===== config.mk =====
export PLATFORM = sky130hd
export DESIGN_NAME = sse_status_enc
export DESIGN_NICKNAME = d
export VERILOG_FILES = /design/src/rtl/sse_pkg.sv /design/src/rtl/sse_sync.sv /design/src/rtl/sse_status_enc.sv
export SDC_FILE = /design/constraint.sdc
export NUM_CORES = 1
export LEC_CHECK = 0
export BUFFER_PORTS_ARGS = -buffer_cell sky130_fd_sc_hd__buf_4
export CAP_MARGIN = 20
export CELL_PAD_IN_SITES_DETAIL_PLACEMENT = 0
export CELL_PAD_IN_SITES_GLOBAL_PLACEMENT = 1
export CORE_MARGIN = 3
export CORE_UTILIZATION = 45
export CTS_BUF_LIST = sky130_fd_sc_hd__clkbuf_8
export DETAILED_ROUTE_END_ITERATION = 10
export PLACE_DENSITY = 0.94
export SYNTH_ARGS = -nofsm -noshare
export SYNTH_HDL_FRONTEND = slang
export SYNTH_HIERARCHICAL = 1
export SYNTH_SLANG_ARGS = --single-unit

===== constraint.sdc =====
create_clock -name pclk -period 2.8 [get_ports pclk]
set_input_delay 0.56 -clock pclk [delete_from_list [all_inputs] [get_ports pclk]]
set_output_delay 0.56 -clock pclk [all_outputs]
set_load 0.005 [all_outputs]

===== src/rtl/sse_pkg.sv =====
package sse_pkg;
  // Register byte offsets
  localparam logic [7:0] REG_CTRL = 8'h00;
  localparam logic [7:0] REG_NEAR_BAND = 8'h04;
  localparam logic [7:0] REG_HOME_SPEED = 8'h08;
  localparam logic [7:0] REG_STATUS = 8'h0C;
  localparam logic [7:0] REG_ALARM_CODE = 8'h10;
  // CTRL fields
  localparam int CTRL_HOME_EN = 0;
  localparam int CTRL_FAULT_CLR = 1;
  localparam int CTRL_ALARM_CLR = 2;
  localparam logic CTRL_HOME_EN_RST = 1'b1;
  // STATUS fields
  localparam int ST_ORIENT = 0;
  localparam int ST_FAULT = 1;
  localparam int ST_ALARM = 2;
  localparam int ST_MOTOR_FAIL = 3;
  localparam int ST_SINK_FAIL = 4;
  localparam int ST_PANEL_FAIL = 5;
  localparam int ST_ARMED = 6;
  localparam int ST_CODE_LSB = 8;
  // Reset values
  localparam logic [15:0] NEAR_BAND_RST = 16'h0010;
  localparam logic [15:0] HOME_SPEED_RPM = 16'h03E8;
  localparam logic [7:0] PANEL_LIMIT_C = 8'h3C;
  // Thermal codes, warning then failure
  localparam logic [11:0] CODE_NONE = 12'h000;
  localparam logic [11:0] CODE_MOTOR_WARN = 12'h384;
  localparam logic [11:0] CODE_MOTOR_FAIL = 12'h385;
  localparam logic [11:0] CODE_SINK_WARN = 12'h387;
  localparam logic [11:0] CODE_SINK_FAIL = 12'h388;
  localparam logic [11:0] CODE_PANEL_WARN = 12'h38A;
  localparam logic [11:0] CODE_PANEL_FAIL = 12'h38B;
  // Timing
  localparam logic [63:0] CLK_HZ = 64'd50_000_000;
  localparam logic [63:0] OVERHEAT_TIME_S = 64'd60;
  localparam logic [63:0] OVERHEAT_CYCLES = OVERHEAT_TIME_S * CLK_HZ;
  localparam logic [31:0] OVERHEAT_CYC_DEF = OVERHEAT_CYCLES[31:0];
endpackage


===== src/rtl/sse_sync.sv =====
`timescale 1ns/1ns
`default_nettype none
module sse_sync #(
  parameter int W = 1
) (
  // Clock and reset
  input wire logic clk,
  input wire logic rst_n,
  // Asynchronous in, filtered out
  input wire logic [W-1:0] d,
  output logic [W-1:0] q
);
  logic [W-1:0] s1;
  logic [W-1:0] s2;
  logic [W-1:0] s3;
  logic [W-1:0] next_q;

  // Refused at elaboration so a bad width never reaches a netlist
  if (W < 1) begin : g_bad_width
    $error("sse_sync width must be at least one");
  end

  // A bit moves only once the second and third stages agree
  always_comb begin
    next_q = (~(s2 ^ s3) & s3) | ((s2 ^ s3) & q);
  end

  always_ff @(posedge clk or negedge rst_n) begin
    if (!rst_n) begin
      s1 <= '0;
      s2 <= '0;
      s3 <= '0;
      q <= '0;
    end else begin
      s1 <= d;
      s2 <= s1;
      s3 <= s2;
      q <= next_q;
    end
  end
endmodule // sse_sync
`default_nettype wire


===== src/rtl/sse_status_enc.sv =====
//
// Function
// - After an orientation request, close orient_done when error is inside band.
// - While orient_done is closed, hold torque against outside force.
// - Open orient_done again when error leaves the near band.
// - One home pulse per spindle revolution from the magnetic sensor.
// - Home pulses only at or below the speed threshold, 1000 r/min.
// - Overcurrent or overload trip cuts current and asserts fault output.
// - Fault relay closes during protection; both NO and NC contacts.
// - Active protective function shown as four-bit code on four outputs.
// - Any overtemperature raises the alarm output while running on.
// - Motor overheat for one minute escalates to failure and cuts current.
// - Heatsink overheat for one minute escalates to failure and cuts current.
// - Panel temperature above 60 C escalates to failure and cuts current.
// - Light faults of options also raise the alarm output.
// - Repeat encoder phases A, B and C at encoder resolution.
// - A and B stay a quadrature pair a quarter cycle apart.
// - Phase C carries the once-per-revolution index pulse.
// - Each phase driven as true output plus its complement.
`timescale 1ns/1ns
`default_nettype none
module sse_status_enc #(
  parameter logic [31:0] OVERHEAT_CYC = sse_pkg::OVERHEAT_CYC_DEF
) (
  // Clock and reset
  input wire logic pclk,
  input wire logic presetn,
  // APB slave
  input wire logic psel,
  input wire logic penable,
  input wire logic pwrite,
  input wire logic [7:0] paddr,
  input wire logic [31:0] pwdata,
  output logic [31:0] prdata,
  output logic pready,
  output logic pslverr,
  // Pins from outside
  input wire logic orient_request,
  input wire logic mag_sensor,
  input wire logic enc_in_a,
  input wire logic enc_in_b,
  input wire logic enc_in_index,
  // Control core detections
  input wire logic signed [15:0] position_error,
  input wire logic [15:0] spindle_speed,
  input wire logic overcurrent_trip,
  input wire logic overload_trip,
  input wire logic [3:0] prot_code_in,
  input wire logic motor_hot,
  input wire logic heatsink_hot,
  input wire logic panel_warm,
  input wire logic [7:0] panel_temp_c,
  input wire logic option_light_fault,
  // Status outputs
  output logic orient_done,
  output logic holding_torque_en,
  output logic spindle_home_pulse,
  output logic current_cut,
  output logic fault_contact_no,
  output logic fault_contact_nc,
  output logic fault_display_indication,
  output logic prot_code_bit0,
  output logic prot_code_bit1,
  output logic prot_code_bit2,
  output logic prot_code_bit3,
  output logic thermal_alarm,
  // Encoder repeater
  output logic enc_out_a,
  output logic enc_out_a_n,
  output logic enc_out_b,
  output logic enc_out_b_n,
  output logic enc_out_index,
  output logic enc_out_index_n
);
  import sse_pkg::*;

  if (OVERHEAT_CYC < 32'd2) begin : g_bad_cyc
    $error("OVERHEAT_CYC must be at least 2");
  end

  // Synchronised pins
  logic [4:0] pins_s;
  logic req_s;
  logic mag_s;
  logic a_s;
  logic b_s;
  logic z_s;

  sse_sync #(.W(5)) u_sync (
    .clk(pclk),
    .rst_n(presetn),
    .d({orient_request, mag_sensor, enc_in_a, enc_in_b, enc_in_index}),
    .q(pins_s)
  );
  assign {req_s, mag_s, a_s, b_s, z_s} = pins_s;

  // APB register group
  logic home_en;
  logic [15:0] near_band;
  logic [15:0] home_speed;
  logic fault_clr;
  logic alarm_clr;
  logic next_home_en;
  logic [15:0] next_near_band;
  logic [15:0] next_home_speed;
  logic next_fault_clr;
  logic next_alarm_clr;
  logic [31:0] next_prdata;
  logic next_pready;
  logic next_pslverr;
  logic wr_en;
  logic [31:0] status_word;
  logic [11:0] alarm_code;

  assign wr_en = psel & penable & pready & pwrite;

  // Read data is fetched in the setup cycle so pready can be a flop
  always_comb begin
    next_home_en = home_en;
    next_near_band = near_band;
    next_home_speed = home_speed;
    next_fault_clr = 1'b0;
    next_alarm_clr = 1'b0;
    next_pready = psel & ~penable;
    next_prdata = prdata;
    next_pslverr = pslverr;
    if (psel && !penable) begin
      next_pslverr = 1'b0;
      case (paddr)
        REG_CTRL: next_prdata = {31'h0, home_en};
        REG_NEAR_BAND: next_prdata = {16'h0, near_band};
        REG_HOME_SPEED: next_prdata = {16'h0, home_speed};
        REG_STATUS: next_prdata = status_word;
        REG_ALARM_CODE: next_prdata = {20'h0, alarm_code};
        default: begin
          next_prdata = 32'h0;
          next_pslverr = 1'b1;
        end
      endcase
    end
    if (wr_en) begin
      case (paddr)
        REG_CTRL: begin
          next_home_en = pwdata[CTRL_HOME_EN];
          next_fault_clr = pwdata[CTRL_FAULT_CLR];
          next_alarm_clr = pwdata[CTRL_ALARM_CLR];
        end
        REG_NEAR_BAND: next_near_band = pwdata[15:0];
        REG_HOME_SPEED: next_home_speed = pwdata[15:0];
        default: next_home_en = home_en;
      endcase
    end
  end

  always_ff @(posedge pclk or negedge presetn) begin
    if (!presetn) begin
      home_en <= CTRL_HOME_EN_RST;
      near_band <= NEAR_BAND_RST;
      home_speed <= HOME_SPEED_RPM;
      fault_clr <= 1'b0;
      alarm_clr <= 1'b0;
      prdata <= 32'h0;
      pready <= 1'b0;
      pslverr <= 1'b0;
    end else begin
      home_en <= next_home_en;
      near_band <= next_near_band;
      home_speed <= next_home_speed;
      fault_clr <= next_fault_clr;
      alarm_clr <= next_alarm_clr;
      prdata <= next_prdata;
      pready <= next_pready;
      pslverr <= next_pslverr;
    end
  end

  // Orientation group
  logic armed;
  logic next_armed;
  logic next_orient_done;
  logic [15:0] err_abs;
  logic in_band;

  assign err_abs = position_error[15] ? 16'(-position_error) :
                   16'(position_error);
  assign in_band = err_abs <= near_band;

  always_comb begin
    next_armed = req_s;
    next_orient_done = req_s & armed & in_band;
  end

  always_ff @(posedge pclk or negedge presetn) begin
    if (!presetn) begin
      armed <= 1'b0;
      orient_done <= 1'b0;
      holding_torque_en <= 1'b0;
    end else begin
      armed <= next_armed;
      orient_done <= next_orient_done;
      holding_torque_en <= next_orient_done;
    end
  end

  // Home pulse group; rising sensor edge only, so one per turn
  logic mag_d;
  logic next_home;

  always_comb begin
    next_home = mag_s & ~mag_d & home_en & (spindle_speed <= home_speed);
  end

  always_ff @(posedge pclk or negedge presetn) begin
    if (!presetn) begin
      mag_d <= 1'b0;
      spindle_home_pulse <= 1'b0;
    end else begin
      mag_d <= mag_s;
      spindle_home_pulse <= next_home;
    end
  end

  // Overheat timers, motor and heatsink
  logic [1:0] hot;
  logic [1:0] fail;
  logic [31:0] tcnt [2];
  assign hot = {heatsink_hot, motor_hot};

  for (genvar i = 0; i < 2; i++) begin : g_timer
    logic [31:0] next_cnt;
    logic next_fail;
    logic at_limit;
    assign at_limit = tcnt[i] == OVERHEAT_CYC - 32'd1;
    // Set wins over a software clear while the heat persists
    always_comb begin
      next_cnt = hot[i] ? (at_limit ? tcnt[i] : tcnt[i] + 32'd1) : 32'h0;
      next_fail = (hot[i] & at_limit) | (fail[i] & ~alarm_clr);
    end
    always_ff @(posedge pclk or negedge presetn) begin
      if (!presetn) begin
        tcnt[i] <= 32'h0;
        fail[i] <= 1'b0;
      end else begin
        tcnt[i] <= next_cnt;
        fail[i] <= next_fail;
      end
    end
  end

  // Alarm and fault group
  logic panel_fail;
  logic fault;
  logic [3:0] code_hold;
  logic next_panel_fail;
  logic next_fault;
  logic [3:0] next_code;
  logic next_alarm;
  logic trip;
  logic warn;

  assign warn = motor_hot | heatsink_hot | panel_warm | option_light_fault;
  assign trip = overcurrent_trip | overload_trip | (|fail) | panel_fail;

  always_comb begin
    next_panel_fail = (panel_temp_c > PANEL_LIMIT_C) |
                      (panel_fail & ~alarm_clr);
    next_fault = trip | (fault & ~fault_clr);
    // Code is caught at the start of a fault and frozen while it lasts
    next_code = (trip && !fault) ? prot_code_in : code_hold;
    next_alarm = warn | trip;
  end

  always_ff @(posedge pclk or negedge presetn) begin
    if (!presetn) begin
      panel_fail <= 1'b0;
      fault <= 1'b0;
      code_hold <= 4'h0;
      thermal_alarm <= 1'b0;
      current_cut <= 1'b0;
      fault_contact_no <= 1'b0;
      fault_contact_nc <= 1'b1;
      fault_display_indication <= 1'b0;
      {prot_code_bit3, prot_code_bit2, prot_code_bit1, prot_code_bit0} <= 4'h0;
    end else begin
      panel_fail <= next_panel_fail;
      fault <= next_fault;
      code_hold <= next_code;
      thermal_alarm <= next_alarm;
      current_cut <= next_fault;
      fault_contact_no <= next_fault;
      fault_contact_nc <= ~next_fault;
      fault_display_indication <= next_fault;
      {prot_code_bit3, prot_code_bit2, prot_code_bit1, prot_code_bit0} <=
        next_code;
    end
  end

  always_comb begin
    if (fail[0]) alarm_code = CODE_MOTOR_FAIL;
    else if (fail[1]) alarm_code = CODE_SINK_FAIL;
    else if (panel_fail) alarm_code = CODE_PANEL_FAIL;
    else if (motor_hot) alarm_code = CODE_MOTOR_WARN;
    else if (heatsink_hot) alarm_code = CODE_SINK_WARN;
    else if (panel_warm) alarm_code = CODE_PANEL_WARN;
    else alarm_code = CODE_NONE;
  end

  always_comb begin
    status_word = 32'h0;
    status_word[ST_ORIENT] = orient_done;
    status_word[ST_FAULT] = fault;
    status_word[ST_ALARM] = thermal_alarm;
    status_word[ST_MOTOR_FAIL] = fail[0];
    status_word[ST_SINK_FAIL] = fail[1];
    status_word[ST_PANEL_FAIL] = panel_fail;
    status_word[ST_ARMED] = armed;
    status_word[ST_CODE_LSB +: 4] = code_hold;
  end

  // Encoder repeater; one flop stage keeps the A/B lead intact
  always_ff @(posedge pclk or negedge presetn) begin
    if (!presetn) begin
      enc_out_a <= 1'b0;
      enc_out_a_n <= 1'b1;
      enc_out_b <= 1'b0;
      enc_out_b_n <= 1'b1;
      enc_out_index <= 1'b0;
      enc_out_index_n <= 1'b1;
    end else begin
      enc_out_a <= a_s;
      enc_out_a_n <= ~a_s;
      enc_out_b <= b_s;
      enc_out_b_n <= ~b_s;
      enc_out_index <= z_s;
      enc_out_index_n <= ~z_s;
    end
  end
endmodule // sse_status_enc
`default_nettype wire


==> run metrics <==
P&R area growth vs syn=18.9%; # port buffers=119; max-cap violation count=0; DR iter-0 viols=397; layout cells sized above 1=24.6%; Clock Tree Root=clkbuf_8; largest net degree at the start of global routing=64; Routed WL=19800 um; most used routing layer=met2; Final ANT Viol Nets=0; Design Area, Final=10000 sq um; Crit Path Category=primary input to register; Distinct cells, synth=63; global-route track usage on met3=4.09%; Initial Util=46.3%; H-tree depth=4; Mapped Area=8410 sq um; Reg clk slew, reported paths=0.08 ns; Die W=143 um; critical-path maximum fanout=4; Least-Margin Pin Slew=0.841 ns; global-route wire length before repair=32200 um; maximum clock rate=0.379 GHz; Placed Instances=1166; global route overflow=0; Core ar.=18100 sq um; Max-slew headroom=43.9%; DR WL/cell=16.5 um; Seq/Total Area, Yosys=46.9%; I/O pin total=152; antenna violations before repair=0; Yosys top cell area share=43.2%; clock sink total=157; power consumption=4.56 mW; Die Area=20400 sq um; Synth Instances=830; final routed DRC violation total=0; Final Non-Filler Cells=1198; worst skew pair latency=0.45 ns; static leakage=4.41 nW; Clock Tree Buf Depth=2; Period minus WS final=2.64 ns; ANT cells=0; RSZ-0062 raised after global routing=no; via count=6583; fin. max-slew vios=0; GRT Total Usage=19.7%; number of synthesized register bits=157; Die Y=143 um; CTS tree=done; Arr. time, crit path=2.98 ns; maximum VDD drop=0.283 mV; Placed Area=9570 sq um; routability cong.=0.860; synthesized area per cell=10.1 sq um; Post-DP HPWL=14700 um; Setup crit end kind=register; period utilisation layout=94.1%; hold slack=0.0866 ns; Final TNS setup=0 ns; global-route met2 utilization=31.5%; Synth async-reset ratio=100%; Hold Vio Cnt, Final=0; Avg Vias per Cell=5.49; Reg2Reg Depth=6; top cells by area, synth=dfrtp_1 43%, ha_1 5.2%, dfstp_2 3.8%; Fin Clk Skew=0.0131 ns; fin nets=1091; EDFF count, synth=0; Setup crit start kind=primary input; Yosys top cell by area=dfrtp_1; vias in the first global route=6518; # fillers=1591; Num CTS Buffers=17; cell row count=49; WP data required=3.15 ns; YS warnings=6; top_reg_cell synth=dfrtp_1; met1 Use GR=26.4%; Worst Hold Class=primary input to async pin; power per cell area=456 nW/um^2; status=complete, no violations; Setup-failing EPs final=0; Initial DRT Pass Iterations=5
[sequential cells by signal, summed over array words and instances, names as in the netlist, 4 cells and up, named ones only]
name        cells
tcnt           64
home_speed     16
near_band      16
prdata         16
u_sync/s1       5
u_sync/s2       5
u_sync/s3       5
code_hold       4
[where the power goes]
part / switching, mW / total, mW / internal [mW]
registers: 0.0306 / 2.35 / 2.31
logic: 0.225 / 0.432 / 0.206
clock network: 0.840 / 1.78 / 0.945
[repair_timing]
item / CTS / global route
hold buffers: 0 / 0
buffers inserted: 0 / 0
endpoints found under the setup margin: 0 / 1
gates resized for setup: 0 / 2
[Yosys cell counts, types with 6 or more instances]
master	count
nand2b_1	6
a21oi_1	43
dfstp_2	12
nand3_1	27
or3_1	23
mux2_2	17
mux2_4	20
nand2_1	59
buf_4	19
nand4_1	25
o21ai_0	45
xnor2_1	34
nor3_1	17
nor4b_1	6
nor4_1	14
o31ai_1	20
a22o_1	7
and2_1	6
inv_1	53
and3_1	11
mux2i_1	7
nor2_1	52
ha_1	35
dfrtp_1	145
or4_1	7
nor2b_1	11
a22oi_1	13
xor2_1	7
and4_1	8
clkbuf_1	21
[final cells by class]
type | instances | area (sq um) | area share, %
Sequential cell | 157 | 3940 | 39.5
Multi-Input combinational cell | 587 | 4070 | 40.7
Clock inverter | 12 | 144 | 1.44
Tap cell | 229 | 287 | 2.87
Clock buffer | 20 | 275 | 2.75
Timing Repair Buffer | 140 | 1080 | 10.8
Inverter | 53 | 199 | 1.99
[metal layers]
metal,part of all wire (%),vias up
li1,-,3192
met1,45,3170
met2,48,186
met3,4.9,35
met4,3.0,0
met5,0,-
[cells in the final DEF (no fill, tap or decap), types with 5 or more instances in the layout]
master      n
dfrtp_1   145
buf_4     137
nand2_1    59
inv_1      55
nor2_1     52
o21ai_0    44
a21oi_1    43
ha_1       35
xnor2_1    34
nand3_1    27
nand4_1    25
or3_1      22
mux2_4     20
clkbuf_8   20
o31ai_1    19
nor3_1     17
mux2_2     17
conb_1     16
nor4_1     13
a22oi_1    13
dfstp_2    12
nor2b_1    11
and3_1     11
and4_1      8
or4_1       7
xor2_1      7
a22o_1      7
mux2i_1     7
nor4b_1     6
nand2b_1    6
and2_1      6
nand3b_1    5
a31oi_1     5
maj3_2      5
[worst max-delay path, stage by stage]
cell and delay, ns:
buf_4 0.11, nor4_2 0.29, nand2_1 0.11, or3_1 0.38, o31ai_1 0.26, xnor2_1 0.12
ha_1 0.30, nand4_1 0.10, nor2_1 0.16, nand4_1 0.12, or3_1 0.38, o31ai_1 0.08
[through the flow]
step | worst slack [ns] | util, %
finish | 0.165 | 55.1
global route | 0.00436 | 55.1
CTS | 0.157 | 55.0
detailed placement | -0.324 | 52.7
global placement | -0.263 | 52.7
floorplan | 0.0240 | -
[path summary, 6_finish.rpt]
path	start	endpoint	slack, ns
max	position_error[3]	holding_torque_en	0.16
min	presetn	u_sync/s2[0]	0.09
max reg2reg	tcnt[21]	tcnt[0]	0.56
min reg2reg	u_sync/s1[3]	u_sync/s2[3]	0.35
max in group asynchronous	presetn	fault_contact_nc	1.99
min in group pclk	enc_in_index	u_sync/s1[0]	0.22
[logic make-up after synthesis]
| group | share of synthesized area (%) |
|---|---|
| AND/OR/NAND/NOR | 18.9 |
| flip-flops | 46.9 |
| AO/OA/AOI/OAI | 11.4 |
| buffers and inverters | 5.66 |
| multiplexers | 6.95 |
| XOR/XNOR | 4.27 |
| adder cells (fa/ha/maj) | 5.88 |
| other | 0.0446 |
(Power assumes the default switching activity.)
